[src/rtl/fcl_pkg.sv]
// package of register map, reset values and field layout for the fan control limit bank
package fcl_pkg;
	// register indices; the byte address on the bus is index * 4
	localparam logic [7:0] IDX_RAMP_B = 8'h63;
	localparam logic [7:0] IDX_FLOOR1 = 8'h64;
	localparam logic [7:0] IDX_FLOOR2 = 8'h65;
	localparam logic [7:0] IDX_FLOOR3 = 8'h66;
	localparam logic [7:0] IDX_START_R1 = 8'h67;
	localparam logic [7:0] IDX_START_LO = 8'h68;
	localparam logic [7:0] IDX_START_R2 = 8'h69;
	localparam logic [7:0] IDX_CRIT_R1 = 8'h6a;
	localparam logic [7:0] IDX_CRIT_LO = 8'h6b;
	localparam logic [7:0] IDX_CRIT_R2 = 8'h6c;
	localparam logic [7:0] IDX_HYST_A = 8'h6d;
	localparam logic [7:0] IDX_HYST_B = 8'h6e;
	localparam logic [7:0] IDX_TEST = 8'h6f;
	// own registers
	localparam logic [7:0] IDX_CTRL = 8'h80;
	localparam logic [7:0] IDX_IRQ_STAT = 8'h81;
	localparam logic [7:0] IDX_IRQ_MASK = 8'h82;
	localparam logic [7:0] IDX_STATE = 8'h83;
	// reset values
	localparam logic [7:0] RST_RAMP_B = 8'h00;
	localparam logic [7:0] RST_FLOOR = 8'h80;
	localparam logic [7:0] RST_START = 8'h5a;
	localparam logic [7:0] RST_CRIT = 8'h64;
	localparam logic [7:0] RST_HYST_A = 8'h44;
	localparam logic [7:0] RST_HYST_B = 8'h40;
	localparam logic [7:0] RST_TEST = 8'h00;
	localparam logic [7:0] CRIT_OFF_CODE = 8'h80;
	localparam logic [7:0] DUTY_FULL = 8'hff;
	// field positions
	localparam int CTRL_LOCK_BIT = 0;
	localparam int CTRL_AUTO_BIT = 1;
	localparam int CTRL_PIN_OUT_BIT = 2;
	localparam int TEST_ON_BIT = 0;
	localparam int RAMP_ON_BIT = 7;
	localparam int RAMP_STEP_LSB = 4;
	localparam int HYST_LO_LSB = 0;
	localparam int HYST_HI_LSB = 4;
	// interrupt status bits
	localparam int EV_CRIT = 0;
	localparam int EV_PIN = 1;
	localparam int EV_START = 2;
	// ramp slot period: one slot every RAMP_SLOT_US microseconds
	localparam int CLK_MHZ = 40;
	localparam int RAMP_SLOT_US = 100;
	localparam int RAMP_SLOT_CYC = RAMP_SLOT_US * CLK_MHZ;
endpackage : fcl_pkg

[src/rtl/fcl_bank.sv]
// fan control limit register bank with apb slave and critical-temperature logic
// Notes on behaviour
// - each floor duty register resets to 0x80, half duty.
// - the floor duty code maps linearly to duty, 0x00 off, 0x40 quarter, 0xff full.
// - floor duty registers ignore writes while the automatic fan loop is on.
// - above its start temperature a channel asks for at least floor duty; start resets to 0x5a.
// - with the lock bit set, ramp, start, critical, hysteresis and test registers ignore writes.
// - any channel above its critical limit forces every pwm duty to full.
// - a critical limit of 0x80 disables forcing for that channel.
// - forced full duty holds until temperature falls below limit minus hysteresis.
// - with the pin set as output, a quarter degree above a critical limit drives it low.
// - the three critical limits reset to 0x64.
// - hysteresis is a 4-bit field, local [3:0] and remote 1 [7:4] of one register, remote 2 [7:4] of the next.
// - below start the fan stays at floor duty until start minus hysteresis is reached.
// - bit 0 of the test register enters test-tree mode, clearing it leaves; resets to zero.
// - remote 2 ramp enable bit 7 and step field [6:4] ramp duty by 1 to 48 per slot.
`timescale 1ns/1ps
module fcl_bank
	import fcl_pkg::*;
(
	input wire logic CLK,
	input wire logic RESET,
	input wire logic PSEL,
	input wire logic PENABLE,
	input wire logic PWRITE,
	input wire logic [31:0] PADDR,
	input wire logic [31:0] PWDATA,
	output logic [31:0] PRDATA,
	output logic PREADY,
	output logic PSLVERR,
	// temperatures: [1:0] quarter degree, [9:2] whole degrees; order remote1, local, remote2
	input wire logic [9:0] TEMP_R1,
	input wire logic [9:0] TEMP_LO,
	input wire logic [9:0] TEMP_R2,
	input wire logic [2:0] TEMP_DONE,
	input wire logic [7:0] DUTY_REQ_R2,
	input wire logic OVERTEMP_PIN_IN,
	output logic OVERTEMP_PIN_OUT,
	output logic OVERTEMP_PIN_OE_N,
	output logic [7:0] PWM1_DUTY,
	output logic [7:0] PWM2_DUTY,
	output logic [7:0] PWM3_DUTY,
	output logic [7:0] REMOTE2_RAMP_DUTY,
	output logic [2:0] CHANNEL_ACTIVE,
	output logic TEST_TREE_ON,
	output logic IRQ
);
	typedef enum logic [1:0] {
		FCL_IDLE = 2'b01,
		FCL_ACCESS = 2'b10
	} fcl_state_e;

	function automatic logic [7:0] hyst_sub(input logic [7:0] lim, input logic [3:0] h);
		hyst_sub = lim - {4'h0, h};
	endfunction : hyst_sub

	function automatic logic [7:0] ramp_step(input logic [2:0] code);
		case (code)
			3'd0: ramp_step = 8'd1;
			3'd1: ramp_step = 8'd2;
			3'd2: ramp_step = 8'd3;
			3'd3: ramp_step = 8'd4;
			3'd4: ramp_step = 8'd8;
			3'd5: ramp_step = 8'd12;
			3'd6: ramp_step = 8'd24;
			default: ramp_step = 8'd48;
		endcase
	endfunction : ramp_step

	// register state
	logic [7:0] ramp_b_r, ramp_b_nxt;
	logic [7:0] floor_r [3], floor_nxt [3];
	logic [7:0] start_r [3], start_nxt [3];
	logic [7:0] crit_r [3], crit_nxt [3];
	logic [7:0] hyst_a_r, hyst_a_nxt, hyst_b_r, hyst_b_nxt, test_r, test_nxt;
	logic [2:0] ctrl_r, ctrl_nxt, irq_stat_r, irq_stat_nxt, irq_mask_r, irq_mask_nxt;
	fcl_state_e state_r, state_nxt;
	logic [31:0] prdata_r, prdata_nxt;
	logic pready_r, pready_nxt, pslverr_r, pslverr_nxt;
	// thermal state
	logic [2:0] crit_hold_r, crit_hold_nxt, act_r, act_nxt;
	logic pin_low_r, pin_low_nxt;
	logic pin_s1_r, pin_s2_r, pin_prev_r;
	logic [7:0] ramp_duty_r, ramp_duty_nxt;
	logic [12:0] slot_cnt_r, slot_cnt_nxt;
	logic [7:0] pwm_r [3], pwm_nxt [3];

	logic [9:0] temp [3];
	logic [3:0] hyst [3];
	logic wr_fire, rd_fire, locked, auto_on, hit, forced;
	logic [7:0] widx;
	logic [2:0] ev;

	assign temp[0] = TEMP_R1;
	assign temp[1] = TEMP_LO;
	assign temp[2] = TEMP_R2;
	assign hyst[0] = hyst_a_r[HYST_HI_LSB +: 4];
	assign hyst[1] = hyst_a_r[HYST_LO_LSB +: 4];
	assign hyst[2] = hyst_b_r[HYST_HI_LSB +: 4];
	assign locked = ctrl_r[CTRL_LOCK_BIT];
	assign auto_on = ctrl_r[CTRL_AUTO_BIT];
	assign widx = PADDR[9:2];
	assign wr_fire = (state_r == FCL_ACCESS) && PSEL && PENABLE && PWRITE;
	assign rd_fire = (state_r == FCL_ACCESS) && PSEL && PENABLE && !PWRITE;

	// apb slave: two wait states; pready rises on the second access edge, so every transfer ends on the third
	always_comb begin
		hit = (PADDR[1:0] == 2'b00) && (PADDR[31:10] == 22'h0) &&
			(((widx >= IDX_RAMP_B) && (widx <= IDX_TEST)) ||
			((widx >= IDX_CTRL) && (widx <= IDX_STATE)));
		state_nxt = state_r;
		pready_nxt = 1'b0;
		pslverr_nxt = 1'b0;
		prdata_nxt = prdata_r;
		case (state_r)
			FCL_IDLE: begin
				if (PSEL && PENABLE && !pready_r) begin
					state_nxt = FCL_ACCESS;
				end
			end
			FCL_ACCESS: begin
				state_nxt = FCL_IDLE;
				pready_nxt = 1'b1;
				pslverr_nxt = !hit;
				prdata_nxt = 32'h0000_0000;
				if (rd_fire && hit) begin
					case (widx)
						IDX_RAMP_B: prdata_nxt[7:0] = ramp_b_r;
						IDX_FLOOR1: prdata_nxt[7:0] = floor_r[0];
						IDX_FLOOR2: prdata_nxt[7:0] = floor_r[1];
						IDX_FLOOR3: prdata_nxt[7:0] = floor_r[2];
						IDX_START_R1: prdata_nxt[7:0] = start_r[0];
						IDX_START_LO: prdata_nxt[7:0] = start_r[1];
						IDX_START_R2: prdata_nxt[7:0] = start_r[2];
						IDX_CRIT_R1: prdata_nxt[7:0] = crit_r[0];
						IDX_CRIT_LO: prdata_nxt[7:0] = crit_r[1];
						IDX_CRIT_R2: prdata_nxt[7:0] = crit_r[2];
						IDX_HYST_A: prdata_nxt[7:0] = hyst_a_r;
						IDX_HYST_B: prdata_nxt[7:0] = hyst_b_r;
						IDX_TEST: prdata_nxt[7:0] = test_r;
						IDX_CTRL: prdata_nxt[2:0] = ctrl_r;
						IDX_IRQ_STAT: prdata_nxt[2:0] = irq_stat_r;
						IDX_IRQ_MASK: prdata_nxt[2:0] = irq_mask_r;
						IDX_STATE: prdata_nxt[7:0] = {pin_low_r, act_r, pin_s2_r, crit_hold_r};
						default: prdata_nxt = 32'h0000_0000;
					endcase
				end
			end
			default: state_nxt = FCL_IDLE;
		endcase
	end

	// register writes; the data is taken on the edge that also raises pready
	always_comb begin
		ramp_b_nxt = ramp_b_r;
		floor_nxt = floor_r;
		start_nxt = start_r;
		crit_nxt = crit_r;
		hyst_a_nxt = hyst_a_r;
		hyst_b_nxt = hyst_b_r;
		test_nxt = test_r;
		ctrl_nxt = ctrl_r;
		irq_mask_nxt = irq_mask_r;
		if (wr_fire && hit) begin
			case (widx)
				IDX_RAMP_B: if (!locked) ramp_b_nxt = PWDATA[7:0];
				IDX_FLOOR1: if (!auto_on) floor_nxt[0] = PWDATA[7:0];
				IDX_FLOOR2: if (!auto_on) floor_nxt[1] = PWDATA[7:0];
				IDX_FLOOR3: if (!auto_on) floor_nxt[2] = PWDATA[7:0];
				IDX_START_R1: if (!locked) start_nxt[0] = PWDATA[7:0];
				IDX_START_LO: if (!locked) start_nxt[1] = PWDATA[7:0];
				IDX_START_R2: if (!locked) start_nxt[2] = PWDATA[7:0];
				IDX_CRIT_R1: if (!locked) crit_nxt[0] = PWDATA[7:0];
				IDX_CRIT_LO: if (!locked) crit_nxt[1] = PWDATA[7:0];
				IDX_CRIT_R2: if (!locked) crit_nxt[2] = PWDATA[7:0];
				IDX_HYST_A: if (!locked) hyst_a_nxt = PWDATA[7:0];
				IDX_HYST_B: if (!locked) hyst_b_nxt = PWDATA[7:0];
				IDX_TEST: if (!locked) test_nxt = PWDATA[7:0];
				// lock is sticky until reset so a runaway driver cannot undo it
				IDX_CTRL: ctrl_nxt = PWDATA[2:0] | {2'b00, locked};
				IDX_IRQ_MASK: irq_mask_nxt = PWDATA[2:0];
				default: ctrl_nxt = ctrl_r;
			endcase
		end
	end

	// thermal comparisons; hold and active flags refresh only when a channel's measurement completes, the pin check every cycle
	always_comb begin
		crit_hold_nxt = crit_hold_r;
		act_nxt = act_r;
		pin_low_nxt = 1'b0;
		for (int i = 0; i < 3; i++) begin
			if (TEMP_DONE[i]) begin
				if (crit_r[i] == CRIT_OFF_CODE) begin
					crit_hold_nxt[i] = 1'b0;
				end else if (temp[i][9:2] > crit_r[i]) begin
					crit_hold_nxt[i] = 1'b1;
				end else if (temp[i][9:2] < hyst_sub(crit_r[i], hyst[i])) begin
					crit_hold_nxt[i] = 1'b0;
				end
				if (temp[i][9:2] > start_r[i]) begin
					act_nxt[i] = 1'b1;
				end else if (temp[i][9:2] <= hyst_sub(start_r[i], hyst[i])) begin
					act_nxt[i] = 1'b0;
				end
			end
			// pin check is on quarter degrees: at least limit plus 0.25
			if (ctrl_r[CTRL_PIN_OUT_BIT] && (crit_r[i] != CRIT_OFF_CODE) &&
				(temp[i] >= {crit_r[i], 2'b01})) begin
				pin_low_nxt = 1'b1;
			end
		end
	end

	// pwm duty: forcing overrides everything else
	always_comb begin
		forced = |crit_hold_r;
		ramp_duty_nxt = ramp_duty_r;
		slot_cnt_nxt = slot_cnt_r + 13'd1;
		if (slot_cnt_r == 13'(RAMP_SLOT_CYC - 1)) begin
			slot_cnt_nxt = 13'd0;
		end
		if (!ramp_b_r[RAMP_ON_BIT]) begin
			ramp_duty_nxt = DUTY_REQ_R2;
		end else if (slot_cnt_r == 13'd0) begin
			if (DUTY_REQ_R2 > ramp_duty_r) begin
				ramp_duty_nxt = (DUTY_REQ_R2 - ramp_duty_r > ramp_step(ramp_b_r[6:4])) ?
					ramp_duty_r + ramp_step(ramp_b_r[6:4]) : DUTY_REQ_R2;
			end else if (DUTY_REQ_R2 < ramp_duty_r) begin
				ramp_duty_nxt = (ramp_duty_r - DUTY_REQ_R2 > ramp_step(ramp_b_r[6:4])) ?
					ramp_duty_r - ramp_step(ramp_b_r[6:4]) : DUTY_REQ_R2;
			end
		end
		for (int i = 0; i < 3; i++) begin
			pwm_nxt[i] = forced ? DUTY_FULL : floor_r[i];
		end
	end

	// interrupt events: set wins over a write-one clear in the same cycle
	always_comb begin
		ev[EV_CRIT] = |(crit_hold_nxt & ~crit_hold_r);
		ev[EV_PIN] = pin_s2_r && !pin_prev_r;
		ev[EV_START] = |(act_nxt & ~act_r);
		irq_stat_nxt = irq_stat_r;
		if (wr_fire && hit && (widx == IDX_IRQ_STAT)) begin
			irq_stat_nxt = irq_stat_r & ~PWDATA[2:0];
		end
		irq_stat_nxt = irq_stat_nxt | ev;
	end

	always_ff @(posedge CLK or posedge RESET) begin
		if (RESET) begin
			state_r <= FCL_IDLE;
			prdata_r <= 32'h0000_0000;
			pready_r <= 1'b0;
			pslverr_r <= 1'b0;
			ramp_b_r <= RST_RAMP_B;
			floor_r <= '{RST_FLOOR, RST_FLOOR, RST_FLOOR};
			start_r <= '{RST_START, RST_START, RST_START};
			crit_r <= '{RST_CRIT, RST_CRIT, RST_CRIT};
			hyst_a_r <= RST_HYST_A;
			hyst_b_r <= RST_HYST_B;
			test_r <= RST_TEST;
			ctrl_r <= 3'b000;
			irq_stat_r <= 3'b000;
			irq_mask_r <= 3'b000;
			crit_hold_r <= 3'b000;
			act_r <= 3'b000;
			pin_low_r <= 1'b0;
			pin_s1_r <= 1'b1;
			pin_s2_r <= 1'b1;
			pin_prev_r <= 1'b1;
			ramp_duty_r <= 8'h00;
			slot_cnt_r <= 13'd0;
			pwm_r <= '{RST_FLOOR, RST_FLOOR, RST_FLOOR};
			IRQ <= 1'b0;
		end else begin
			state_r <= state_nxt;
			prdata_r <= prdata_nxt;
			pready_r <= pready_nxt;
			pslverr_r <= pslverr_nxt;
			ramp_b_r <= ramp_b_nxt;
			floor_r <= floor_nxt;
			start_r <= start_nxt;
			crit_r <= crit_nxt;
			hyst_a_r <= hyst_a_nxt;
			hyst_b_r <= hyst_b_nxt;
			test_r <= test_nxt;
			ctrl_r <= ctrl_nxt;
			irq_stat_r <= irq_stat_nxt;
			irq_mask_r <= irq_mask_nxt;
			crit_hold_r <= crit_hold_nxt;
			act_r <= act_nxt;
			pin_low_r <= pin_low_nxt;
			// pin is active low open drain, sampled through two flops
			pin_s1_r <= OVERTEMP_PIN_IN;
			pin_s2_r <= pin_s1_r;
			pin_prev_r <= pin_s2_r;
			ramp_duty_r <= ramp_duty_nxt;
			slot_cnt_r <= slot_cnt_nxt;
			pwm_r <= pwm_nxt;
			IRQ <= |(irq_stat_nxt & irq_mask_r);
		end
	end

	assign PRDATA = prdata_r;
	assign PREADY = pready_r;
	assign PSLVERR = pslverr_r;
	assign PWM1_DUTY = pwm_r[0];
	assign PWM2_DUTY = pwm_r[1];
	assign PWM3_DUTY = pwm_r[2];
	assign REMOTE2_RAMP_DUTY = ramp_duty_r;
	assign CHANNEL_ACTIVE = act_r;
	assign TEST_TREE_ON = test_r[TEST_ON_BIT];
	assign OVERTEMP_PIN_OUT = 1'b0;
	assign OVERTEMP_PIN_OE_N = !pin_low_r;
endmodule : fcl_bank

[config.mk]
export PLATFORM = sky130hd
export DESIGN_NAME = fcl_bank
export DESIGN_NICKNAME = d
export VERILOG_FILES = /design/src/rtl/fcl_pkg.sv /design/src/rtl/fcl_bank.sv
export SDC_FILE = /design/constraint.sdc
export NUM_CORES = 1
export LEC_CHECK = 0
export BUFFER_PORTS_ARGS = -buffer_cell sky130_fd_sc_hd__buf_2
export CAP_MARGIN = 0
export CORE_UTILIZATION = 59
export DETAILED_ROUTE_END_ITERATION = 8
export PLACE_DENSITY = 0.78
export SLEW_MARGIN = 20
export SYNTH_ARGS = -nofsm -noshare
export SYNTH_HDL_FRONTEND = slang
export SYNTH_SLANG_ARGS = --single-unit
[constraint.sdc]
create_clock -name CLK -period 6.27 [get_ports CLK]
set_input_delay 0.627 -clock CLK [delete_from_list [all_inputs] [get_ports CLK]]
set_output_delay 0.627 -clock CLK [all_outputs]
set_load 0.005 [all_outputs]
# ---- Word-level counts from Yosys, hierarchy flattened
# Cells that the tools add are included.
dict set report word_totals {
  wordCells 212
  regBits 205
}
dict set report classes {
  n_addsub 11
  reduce_logical 50
  n_bitwise 11
  mux 50
  magnitude_cmp 23
  n_eq_ne 35
}
# op n
set op_table {}
lappend op_table {{$mux W8} 17}
lappend op_table {{$eq A8 B7 Y1 const B} 13}
lappend op_table {{$gt A8 B8 Y1} 9}
lappend op_table {{$pmux W5 S14} 1}
lappend op_table {{$eq A8 B8 Y1 const B} 7}
lappend op_table {{$pmux W3 S17} 1}
lappend op_table {{$sub A8 B4 Y8} 6}
lappend op_table {{$pmux W6 S7} 1}
lappend op_table {{$reduce_and A3 Y1} 13}
lappend op_table {{$lt A8 B8 Y1} 4}
lappend op_table {{$ge A10 B10 Y1} 3}
lappend op_table {{$mux W1} 26}
lappend op_table {{$le A8 B8 Y1} 3}
lappend op_table {{$ne A8 B8 Y1 const B} 3}
lappend op_table {{$sub A8 B8 Y8} 3}
lappend op_table {{$logic_not A22 Y1} 1}
lappend op_table {{$logic_and A1 B1 Y1} 20}
lappend op_table {{$add A13 B1 Y13 const B} 1}
lappend op_table {{$eq A13 B12 Y1 const B} 1}
lappend op_table {{$logic_not A13 Y1} 1}
lappend op_table {{$mux W13} 1}
lappend op_table {{$and A3 B3 Y3} 4}
lappend op_table {{$reduce_or A3 Y1} 4}
lappend op_table {{$eq A3 B3 Y1 const B} 3}
lappend op_table {{23 further kinds} 34}

# ---- Longest topological paths before layout
# Gate-level depths: netlist (run 1).
dict set report depth {
  word_depth 12
  ltp_mapped 17
}

# ---- Worst setup path before layout (run 1)
# OpenSTA, ideal clock, no wires.
dict set report synth_timing {
  kind {input-to-reg}
  from {in DUTY_REQ_R2[2]}
  to {reg ramp_duty_r[4] (netlist: REMOTE2_RAMP_DUTY[4])}
  required_ps 6147
  path_slack_ps 2753
  setup_time_ps 123
  stages 16
  arrival_ps 3394
  path_cell_list {inv_1 ha_1 buf_6 a21oi_1 nand2_1 a21o_1 a21oi_1 xnor2_1 ha_1 nand3_1 a21o_1 a21oi_1 a211oi_2 mux2_2 a21oi_1 o221a_2}
}
dict set report synth_between {
  elab_chain_cells 7
}
# item line_no
set synth_rtl {}
lappend synth_rtl {{from (decl)} fcl_bank.sv:36} ;# input wire logic [7:0] DUTY_REQ_R2,
lappend synth_rtl {{$sub A8 B8 Y8} fcl_bank.sv:230} ;# ramp_duty_nxt = (ramp_duty_r - DUTY_REQ_R2 > ramp_step(ramp_b_r[6:4])) ?
lappend synth_rtl {{$gt A8 B8 Y1} fcl_bank.sv:230}
lappend synth_rtl {{$mux W8} fcl_bank.sv:230}
lappend synth_rtl {{$mux W8} fcl_bank.sv:229} ;# end else if (DUTY_REQ_R2 < ramp_duty_r) begin
lappend synth_rtl {{$mux W8} fcl_bank.sv:226} ;# if (DUTY_REQ_R2 > ramp_duty_r) begin
lappend synth_rtl {{$mux W8} fcl_bank.sv:225} ;# end else if (slot_cnt_r == 13'd0) begin
lappend synth_rtl {{$mux W8} fcl_bank.sv:223} ;# if (!ramp_b_r[RAMP_ON_BIT]) begin
lappend synth_rtl {{to (signal assigned)} fcl_bank.sv:299} ;# ramp_duty_r <= ramp_duty_nxt;
lappend synth_rtl {{to (decl)} fcl_bank.sv:84} ;# logic [7:0] ramp_duty_r, ramp_duty_nxt;
# Parallel ways exist; a longest one is shown, timed or not. The select of a mux whose other input is x is not followed.
# A chain may end at the register's enable or synchronous reset.

# ---- Worst setup path after layout (run 1)
dict set report layout_timing {
  from {reg ramp_duty_r[2] (netlist: REMOTE2_RAMP_DUTY[2])}
  to {reg ramp_duty_r[4] (netlist: REMOTE2_RAMP_DUTY[4])}
}
dict set report layout_between {
  elab_chain_cells 7
}
# item line_no
set layout_rtl {}
lappend layout_rtl {{$sub A8 B8 Y8} fcl_bank.sv:230}
lappend layout_rtl {{$gt A8 B8 Y1} fcl_bank.sv:230}
lappend layout_rtl {{$mux W8} fcl_bank.sv:230}
lappend layout_rtl {{$mux W8} fcl_bank.sv:229}
lappend layout_rtl {{$mux W8} fcl_bank.sv:226}
lappend layout_rtl {{$mux W8} fcl_bank.sv:225}
lappend layout_rtl {{$mux W8} fcl_bank.sv:223}
# Parallel ways exist; a longest one is shown, timed or not. The select of a mux whose other input is x is not followed.

==> results of run 1 <==
-- report_power, final --
part	switching, uW	internal [uW]
combinational	244	156
clock	499	564
sequential	27.4	1190
total	770	1910
-- flip-flops by register name (all words and copies together) (netlist names), 8 cells and up --
| name | flops |
|---|---|
| PWM3_DUTY | 8 |
| hyst_a_r | 8 |
| ramp_b_r | 8 |
| REMOTE2_RAMP_DUTY | 8 |
| PWM2_DUTY | 8 |
| start_r | 24 |
| PWM1_DUTY | 8 |
| slot_cnt_r | 13 |
| PRDATA | 8 |
| test_r | 8 |
| crit_r | 24 |
| floor_r | 24 |
| hyst_b_r | 8 |
-- cells in the final DEF (no fill, tap or decap), types with 14 or more instances in the layout --
| cell | netlist | routed |
|---|---|---|
| nor2_1 | 57 | 57 |
| nand2b_1 | 41 | 41 |
| xnor2_1 | 44 | 44 |
| buf_2 | 7 | 134 |
| nand2_1 | 64 | 64 |
| dfstp_2 | 34 | 34 |
| a21oi_1 | 51 | 51 |
| and3_1 | 18 | 18 |
| conb_1 | 1 | 25 |
| inv_1 | 117 | 116 |
| o21ai_0 | 60 | 60 |
| xor2_1 | 14 | 14 |
| nor2b_1 | 21 | 21 |
| ha_1 | 160 | 160 |
| a21o_1 | 44 | 44 |
| o21a_1 | 23 | 23 |
| dfrtp_1 | 147 | 147 |
| clkbuf_16 | 0 | 17 |
| mux2_2 | 100 | 100 |
| nand3_1 | 25 | 25 |
| nor4_1 | 23 | 23 |
| mux2i_1 | 26 | 26 |
| nand4_1 | 22 | 22 |
-- cell type report --
class / count / area [um2] / area share
well taps: 280 / 350.3 / 0.02356
repair buffers: 141 / 723.2 / 0.04864
multi-input cells: 1005 / 8208 / 0.5521
flip-flops and latches: 181 / 4572 / 0.3075
inverters: 117 / 444.2 / 0.02988
clock buffers: 19 / 432.9 / 0.02912
clock inverters: 13 / 136.4 / 0.009174
-- Yosys cell counts (18+ instances only) --
| cell | number |
|---|---|
| dfstp_2 | 34 |
| inv_1 | 117 |
| nand3_1 | 25 |
| o21ai_0 | 60 |
| mux2_2 | 100 |
| o21a_1 | 23 |
| a21o_1 | 44 |
| nor2_1 | 57 |
| a21oi_1 | 51 |
| buf_4 | 27 |
| xnor2_1 | 44 |
| dfrtp_1 | 147 |
| ha_1 | 160 |
| and3_1 | 18 |
| mux2i_1 | 26 |
| nand2_1 | 64 |
| clkbuf_1 | 31 |
| nor4_1 | 23 |
| nor2b_1 | 21 |
| nand2b_1 | 41 |
| nand4_1 | 22 |
-- worst max-delay path by stage --
stage | from | endpoint | slack [ps] | depth (start not counted)
detailed placement | DUTY_REQ_R2[2] | REMOTE2_RAMP_DUTY[4] | 2040 | 16
finish | REMOTE2_RAMP_DUTY[2] | REMOTE2_RAMP_DUTY[4] | 2270 | 14
global route | REMOTE2_RAMP_DUTY[2] | REMOTE2_RAMP_DUTY[4] | 2000 | 14
global placement | DUTY_REQ_R2[2] | REMOTE2_RAMP_DUTY[4] | 2040 | 16
floorplan | RESET | CHANNEL_ACTIVE[0] | 780 | 1
CTS | REMOTE2_RAMP_DUTY[2] | REMOTE2_RAMP_DUTY[4] | 2290 | 14
-- per-stage QoR --
| stage | utilization | hold WS, ps | instance area, um2 | worst slack, ps |
|---|---|---|---|---|
| floorplan | - | 345.2 | 13590 | 784.0 |
| global placement | 0.6452 | 345.8 | 14300 | 2043 |
| detailed placement | 0.6452 | 351.0 | 14300 | 2036 |
| CTS | 0.6708 | 270.1 | 14870 | 2289 |
| global route | 0.6708 | 268.9 | 14870 | 2004 |
| finish | 0.6708 | 259.1 | 14870 | 2271 |
-- worst max-delay path, delay by kind of cell (launching register included) --
| family | cells | cell delay, ps |
|---|---|---|
| flops | 1 | 490 |
| mux | 1 | 380 |
| simple gates | 2 | 210 |
| compound gates | 8 | 1880 |
| xor+xnor | 1 | 160 |
| fa+ha+maj | 2 | 760 |
-- routing by layer --
| metal | global-route usage | wire (um) |
|---|---|---|
| met2 | 0.5068 | 17120 |
| met3 | 0.06464 | 2893 |
| met1 | 0.4430 | 15910 |
| met5 | 0 | 0 |
| met4 | 0.1010 | 877 |
-- cells by family (layout without fill, tap and decap cells) --
family	count (synthesis)	in the layout	share of synthesized area
xor gates and xnor gates	58	58	0.03762
adders and majority gates	170	170	0.1631
DFF	181	181	0.3386
AOI/OAI and AO/OA	289	289	0.1462
other	1	25	0.0002777
and+or+nand+nor	324	324	0.1301
muxes	139	139	0.1235
buffers and inverters	187	290	0.06069
==> metrics.txt, run 1 <==
outcome finished, final reports clean; Hold Vio Cnt, Final 0; cell count after placement 1724; total power divided by cell area 180.1 nW/um2; largest net degree at the start of global routing 74; Critical Path AT 4330 ps; CP cell instances ha_1, a21oi_1, nand2_1, a21o_1, a21oi_1, xnor2_1, ha_1, nand3_1, a21o_1, a21oi_1, a211oi_2, mux2_2, a21oi_1, o221a_2; Syn Std Cell Area 13500 um2; worst r2r src REMOTE2_RAMP_DUTY[2]; post-synthesis sequential area ratio 0.3386; die span in x 153.3 um; hold-fix buffer count after cts 0; Netlist cell types 79; Vias 11030; Filler cells 1752; port bufs 134; worst reg2reg endpoint REMOTE2_RAMP_DUTY[4]; fin cells 1756; Fmax 250.1 MHz; TNS Setup 0 ps; CTS Buf Count 17; Area Growth Syn to Fin 10.09%; Die ar. 23500 um2; final number of setup-violating endpoints 0; Slowest cell on crit path a211oi_2; Tightest Hold Check Type in2async; Total GRT Usage 0.3208; Slew @ Worst Pin 979.7 ps; initial antenna violation count 0; CTS-repair resized insts 0; Setup Skew 8.499 ps; max-slew violation count 0; Synth Flop Type dfrtp_1; WL final 36.80 mm; Synth top area share 0.2724; slowest cell delay on critical path 660 ps; post-CTS setup buffers 0; Power, Total 2678 uW; CP Launch Type flop; fin crit share 0.6378; Pleak 0.006843 uW; DP HPWL 27.98 mm; Mean Syn Cell Area 10.01 um2; FP Rows 54; I/O pins 184; Yosys top cell by area dfrtp_1; required time worst endpoint 6600 ps; Initial DRC Count 1186; r2r worst-path depth 14; antenna fix cells 0; number of cells produced by synthesis 1349; vias in the first global route 10657; Worst-path clk slew 80 ps; #FFs+latches synth 181; core area 22160 um2; Clock Latency Late Sink 440 ps; first-pass GRT wire length 58.39 mm; critical path fanouts, max 11; DRT antenna net count 0; FFs w/ async S/R, synth 1.000; R2R Setup Slk 2270 ps; Max-slew headroom 0.3469; EDFF count, synth 0; Overflow after GRT 0; Initial Utilization 0.6094; Via density 6.281; WS Path Type reg2reg; DRC 0; CTS tree built; Clock Sinks 181; Peak VDD IR 0.1975 mV; CTS Buffer Depth 2; Max-Cap Viols 0; mean routed wirelength per cell 20.96 um; Die Y 153.3 um; drt first pass iters 7; crit path capture type flop; Root Driver clkbuf_16; Syn. warnings 0; htree depth 4; RSZ-0062 raised after global routing false; minimum period implied by the final worst setup slack 3999 ps; Synth area leaders dfrtp_1 27%, ha_1 15%, mux2_2 8.3%, dfstp_2 6.6%, inv_1 3.3%; # nets final 1744; share of cells above drive strength 1 0.2290; Worst path most repeated cell a21oi_1; routability congestion estimate 0.9520
No activity file was read; power rests on OpenSTA's default activity.
==> run 2: changes to the inputs <==
--- a/config.mk
+++ b/config.mk
@@ -7,9 +7,9 @@
 export LEC_CHECK = 0
 export BUFFER_PORTS_ARGS = -buffer_cell sky130_fd_sc_hd__buf_2
 export CAP_MARGIN = 0
-export CORE_UTILIZATION = 59
+export CORE_UTILIZATION = 54
 export DETAILED_ROUTE_END_ITERATION = 8
-export PLACE_DENSITY = 0.78
+export PLACE_DENSITY = 0.75
 export SLEW_MARGIN = 20
 export SYNTH_ARGS = -nofsm -noshare
 export SYNTH_HDL_FRONTEND = slang
==> constraint.sdc (replaced) <==
create_clock -name CLK -period 3.4 [get_ports CLK]
set_input_delay 0.34 -clock CLK [delete_from_list [all_inputs] [get_ports CLK]]
set_output_delay 0.34 -clock CLK [all_outputs]
set_load 0.005 [all_outputs]
==> metrics.txt, run 2 (synthesis results as in run 1) <==
FF+latch area 4573 um2 (was 4572 um2); CP cell instances inv_2, ha_4, inv_1, fa_2, a21o_1, a21oi_2, xnor2_1, ha_1, buf_4, nand3_2, a21o_1, a21oi_2, a211oi_4, buf_6, or4_1, o221a_2 (was ha_1, a21oi_1, nand2_1, a21o_1, a21oi_1, xnor2_1, ha_1, nand3_1, a21o_1, a21oi_1, a211oi_2, mux2_2, a21oi_1, o221a_2); DRC 0 (unchanged); Die Y 160.1 um (was 153.3 um); delay-heaviest family, CP compound AO/OA/AOI/OAI gates (unchanged); Root Driver clkbuf_16 (unchanged); CTS Buffer Depth 2 (unchanged); WP buf/inv 4 (was 0); commonest non-fill, non-tap cells in the layout 157 x ha_1, 146 x dfrtp_1, 135 x buf_2 (was 160 x ha_1, 147 x dfrtp_1, 134 x buf_2); die span in x 160.1 um (was 153.3 um); biggest regs crit_r x24, floor_r x24, start_r x24 (unchanged); dpl ws -58.44 ps (was 2036 ps); Tightest Hold Check Type in2async (unchanged); Hold WS 106.4 ps (was 259.1 ps); CTS Buf Count 17 (unchanged); first-pass GRT wire length 59.37 mm (was 58.39 mm); Fmax 301.8 MHz (was 250.1 MHz); Vias 11130 (was 11030); largest net degree at the start of global routing 72 (was 74); final number of setup-violating endpoints 0 (unchanged); cell count after placement 1798 (was 1724); Overflow after GRT 0 (unchanged); Worst-path clk slew 80 ps (about the same); minimum period implied by the final worst setup slack 3313 ps (was 3999 ps); mean routed wirelength per cell 20.37 um (was 20.96 um); Max-Cap Viols 0 (unchanged); port bufs 134 (unchanged); Hold Vio Cnt, Final 0 (unchanged); Filler cells 1969 (was 1752); Finished Core Util 0.6313 (was 0.6708); share of cells above drive strength 1 0.2612 (was 0.2290); Initial DRC Count 844 (was 1186); CP Launch Type flop (unchanged); slowest cell delay on critical path 490 ps (was 660 ps); I/O pins 184 (unchanged); drt first pass iters 6 (was 7); antenna fix cells 0 (unchanged); Setup Skew 16.68 ps (was 8.499 ps); max-slew violation count 0 (unchanged); core area 24390 um2 (was 22160 um2); Clock Latency Late Sink 450 ps (was 440 ps); Slowest cell on crit path or4_1 (was a211oi_2); Via density 6.062 (was 6.281); crit path capture type flop (unchanged); Area Growth Syn to Fin 14.02% (was 10.09%); Critical Path AT 3650 ps (was 4330 ps); vias in the first global route 11214 (was 10657); Initial Utilization 0.5537 (was 0.6094); setup ws final 86.66 ps (was 2271 ps); critical path fanouts, max 6 (was 11); multi-input logic area 8300 um2 (was 8208 um2); FP Rows 57 (was 54); RSZ-0062 raised after global routing true (was false); htree depth 4 (unchanged); commonest non-fill, non-tap cell in the layout ha_1 (unchanged); Slew @ Worst Pin 1004 ps (was 979.7 ps); CTS tree built (unchanged); Peak VDD IR 0.2575 mV (was 0.1975 mV); outcome finished, final reports clean (unchanged); initial antenna violation count 0 (unchanged); required time worst endpoint 3740 ps (was 6600 ps); WS Path Type reg2reg (unchanged); TNS Setup 0 ps (unchanged); WL final 37.41 mm (was 36.80 mm); Die ar. 25640 um2 (was 23500 um2); DRT antenna net count 0 (unchanged); routability congestion estimate 0.9040 (was 0.9520); fin crit share 0.9745 (was 0.6378); DP HPWL 28.26 mm (was 27.98 mm); # nets final 1780 (was 1744); total power divided by cell area 339.4 nW/um2 (was 180.1 nW/um2); Max-slew headroom 0.3284 (was 0.3469); Clock Sinks 181 (unchanged); Total GRT Usage 0.2964 (was 0.3208); Pleak 0.007061 uW (was 0.006843 uW); fin cells 1836 (was 1756)
==> run 2: worst paths after layout <==
path | cells after the start | slack (ps) | startpoint | to
setup / recovery | 16 | 90 | REMOTE2_RAMP_DUTY[0] | REMOTE2_RAMP_DUTY[4]
hold / removal | 2 | 110 | RESET | slot_cnt_r[10]
setup reg to reg | 16 | 90 | REMOTE2_RAMP_DUTY[0] | REMOTE2_RAMP_DUTY[4]
hold reg to reg | 0 | 360 | pin_s1_r | pin_s2_r
max in group asynchronous | 3 | 2350 | RESET | start_r[4]
min in group CLK | 3 | 170 | DUTY_REQ_R2[3] | REMOTE2_RAMP_DUTY[3]
==> run 2: final cells by class <==
cell class,count,area share
multi-input cells,1005,0.5391
flip-flops and latches,181,0.2970
repair buffers,177,0.06639
inverters,117,0.02877
clock buffers,17,0.02763
well taps,324,0.02633
clock inverters,15,0.01479
==> run 2: worst reg2reg max path: stages, from the launching register on <==
cell and delay, ps:
dfrtp_1 420, inv_2 90, ha_4 130, inv_1 50
fa_2 340, a21o_1 200, a21oi_2 140, xnor2_1 100
ha_1 320, buf_4 120, nand3_2 70, a21o_1 170
a21oi_2 180, a211oi_4 90, buf_6 170, or4_1 490
o221a_2 130
==> run 2: what timing repair did <==
action | 4_1_cts | 5_1_grt
pin swaps | 1 | 13
hold endpoints to repair | 1 | 0
hold buffers | 1 | 0
gates cloned | 0 | 1
resized for setup | 1 | 27
setup endpoints to repair | 7 | 9
buffers inserted | 1 | 4
==> run 2: stage by stage <==
stage	cell area [um2]	total power [uW]
2_1_floorplan	13600	2746
3_3_place_gp	14600	3004
3_5_place_dp	14600	3031
4_1_cts	15280	5177
5_1_grt	15400	5419
6_report	15400	5225
==> run 2: report_power, final <==
| part | internal (uW) | switching, uW |
|---|---|---|
| registers | 2190 | 38.6 |
| logic | 343 | 482 |
| clock network | 1100 | 1070 |
==> run 2: per-layer routing <==
metal  part of all wire  GRT usage  vias to the layer above
li1                   -          -                     5128
met1               0.41     0.3721                     5446
met2               0.49     0.5053                      457
met3              0.065    0.05636                       99
met4              0.034     0.1108                        0
met5                  0          0                        -
==> run 3: changes to the inputs <==
--- a/config.mk
+++ b/config.mk
@@ -9,6 +9,7 @@
 export CAP_MARGIN = 0
 export CORE_UTILIZATION = 54
 export DETAILED_ROUTE_END_ITERATION = 8
+export GPL_ROUTABILITY_DRIVEN = 0
 export PLACE_DENSITY = 0.75
 export SLEW_MARGIN = 20
 export SYNTH_ARGS = -nofsm -noshare
==> constraint.sdc (replaced) <==
create_clock -name CLK -period 3.4 [get_ports CLK]
set_input_delay 0.51 -clock CLK [delete_from_list [all_inputs] [get_ports CLK]]
set_output_delay 0.51 -clock CLK [all_outputs]
set_load 0.005 [all_outputs]
==> metrics.txt, run 3 (synthesis results as in run 1) <==
Post-DP Area 14710 um2 (was 14600 um2); Initial Utilization 0.5537 (unchanged); worst r2r src REMOTE2_RAMP_DUTY[2] (was REMOTE2_RAMP_DUTY[0]); Area Growth Syn to Fin 14.33% (was 14.02%); Hold Vio Cnt, Final 0 (unchanged); power share of the clock group 0.391 (was 0.416); core area 24390 um2 (unchanged); DP HPWL 28.43 mm (was 28.26 mm); antenna fix cells 0 (unchanged); Via density 6.010 (was 6.062); DRC 0 (unchanged); Clock Latency Late Sink 440 ps (was 450 ps); fin crit share 1.009 (was 0.9745); Combinational Power Share 0.165 (was 0.158); Slew @ Worst Pin 825.7 ps (was 1004 ps); CTS tree built (unchanged); die span in x 160.1 um (unchanged); Overflow after GRT 0 (unchanged); critical path fanouts, max 6 (unchanged); Critical Path AT 3810 ps (was 3650 ps); CTS Buffer Depth 2 (unchanged); Psw 1475 uW (was 1590 uW); minimum period implied by the final worst setup slack 3432 ps (was 3313 ps); I/O pins 184 (unchanged); outcome finished, violations left (was finished, final reports clean); r2r worst-path depth 16 (unchanged); Slowest cell on crit path o311ai_0 (was or4_1); Total GRT Usage 0.2931 (was 0.2964); CTS Buf Count 17 (unchanged); largest net degree at the start of global routing 92 (was 72); CP cell instances ha_2, a21oi_2, nand2_1, a21o_1, a21oi_2, xnor2_1, ha_1, nand3_2, a21o_1, a21oi_2, a211oi_2, buf_4, buf_4, and3_1, o311ai_0, nor2b_1 (was inv_2, ha_4, inv_1, fa_2, a21o_1, a21oi_2, xnor2_1, ha_1, buf_4, nand3_2, a21o_1, a21oi_2, a211oi_4, buf_6, or4_1, o221a_2); Clock Sinks 181 (unchanged); Max-slew headroom 0.4445 (was 0.3284); cell count after placement 1813 (was 1798); total power divided by cell area 325.2 nW/um2 (was 339.4 nW/um2); Vias 11113 (was 11130); delay-heaviest family, CP compound AO/OA/AOI/OAI gates (unchanged); biggest regs crit_r x24, floor_r x24, start_r x24 (unchanged); drt first pass iters 6 (unchanged); Worst Setup SP REMOTE2_RAMP_DUTY[2] (was REMOTE2_RAMP_DUTY[0]); TNS Setup -31.57 ps (was 0 ps); vias in the first global route 11012 (was 11214); Setup Skew 13.01 ps (was 16.68 ps); FP Rows 57 (unchanged); Fmax 291.4 MHz (was 301.8 MHz); Max-Cap Viols 0 (unchanged); Root Driver clkbuf_16 (unchanged); Filler cells 1980 (was 1969); share of cells above drive strength 1 0.2708 (was 0.2612); Die ar. 25640 um2 (unchanged); worst reg2reg endpoint REMOTE2_RAMP_DUTY[6] (was REMOTE2_RAMP_DUTY[4]); R2R Setup Slk -30 ps (was 90 ps); WL final 37.14 mm (was 37.41 mm); mean routed wirelength per cell 20.09 um (was 20.37 um); max-slew violation count 0 (unchanged); CP Launch Type flop (unchanged); WS Path Type reg2reg (unchanged); Pint 3546 uW (was 3635 uW); Die Y 160.1 um (unchanged); commonest non-fill, non-tap cells in the layout 157 x ha_1, 146 x dfrtp_1, 134 x buf_2 (was 157 x ha_1, 146 x dfrtp_1, 135 x buf_2); Tightest Hold Check Type in2async (unchanged); dpl ws -209.6 ps (was -58.44 ps); DRT antenna net count 0 (unchanged); WP buf/inv 2 (was 4); design area 15440 um2 (was 15400 um2); Peak VDD IR 0.3382 mV (was 0.2575 mV); initial antenna violation count 0 (unchanged); Worst-path clk slew 80 ps (about the same); first-pass GRT wire length 58.79 mm (was 59.37 mm); Initial DRC Count 954 (was 844); final number of setup-violating endpoints 1 (was 0); setup ws final -31.57 ps (was 86.66 ps); Worst path most repeated cell a21oi_2; failing checks negative setup slack; slowest cell delay on critical path 430 ps (was 490 ps); Pleak 0.007106 uW (was 0.007061 uW); # nets final 1793 (was 1780); htree depth 4 (unchanged); Reg power frac 0.444 (was 0.426); commonest non-fill, non-tap cell in the layout ha_1 (unchanged); Sw Ratio 0.2937 (was 0.3043); port bufs 134 (unchanged); fin cells 1849 (was 1836); required time worst endpoint 3770 ps (was 3740 ps); Hold WS 149.8 ps (was 106.4 ps); crit path capture type flop (unchanged)
==> run 3: cell types whose count changed in the layout (fill, tap and decap cells not counted), moves of 2 or more <==
cell,delta
nor4_2,+2
inv_12,-5
nor4_1,-2
clkinv_2,+2
a21oi_1,-2
a21oi_2,+2
buf_4,+16
==> run 3: power groups by stage <==
| stage | sequential, uW | clock (uW) | combinational, uW |
|---|---|---|---|
| 4_1_cts | 2230 | 1980 | 785 |
| 3_5_place_dp | 2270 | 0 | 777 |
| 3_3_place_gp | 2270 | 0 | 753 |
| 2_1_floorplan | 2260 | 0 | 488 |
| 5_1_grt | 2230 | 2070 | 917 |
| 6_report | 2230 | 1960 | 829 |
==> run 3: worst max path at each step <==
stage	endpoint	slack [ps]	cells after the start
3_3_place_gp	REMOTE2_RAMP_DUTY[6]	-120	17
5_1_grt	REMOTE2_RAMP_DUTY[6]	-160	16
6_report	REMOTE2_RAMP_DUTY[6]	-30	16
3_5_place_dp	REMOTE2_RAMP_DUTY[1]	-210	18
2_1_floorplan	REMOTE2_RAMP_DUTY[4]	10	16
4_1_cts	REMOTE2_RAMP_DUTY[6]	2	16
==> run 3: layout make-up <==
type                    count  area (um2)  share of cell area
multi-input cells        1005        8308              0.5381
flip-flops and latches    181        4573              0.2962
inverters                 117       442.9             0.02869
clock buffers              18       439.2             0.02844
well taps                 324       405.4             0.02626
repair buffers            190        1116             0.07229
clock inverters            14       155.1             0.01005
==> run 3: per-stage QoR <==
| step | power (uW) | util |
|---|---|---|
| final | 5021 | 0.6330 |
| after global routing | 5220 | 0.6330 |
| after CTS | 4997 | 0.6279 |
| after detailed placement | 3044 | 0.6033 |
| after global placement | 3019 | 0.6033 |
| after floorplan | 2746 | - |
==> run 3: metal layers <==
metal / GRT usage / vias to the layer above / routed length (um)
met5: 0 / - / 0
met4: 0.1087 / 0 / 1197
met3: 0.05325 / 90 / 2495
met2: 0.4858 / 429 / 17930
met1: 0.3820 / 5441 / 15510
li1: - / 5153 / -
==> run 3: repair_timing <==
action                                  4_1_cts  5_1_grt
pin swaps                                     0        8
gates resized for setup                       1       26
endpoints found under the setup margin        1        9
hold buffers                                  0        0
setup buffers                                 0        4
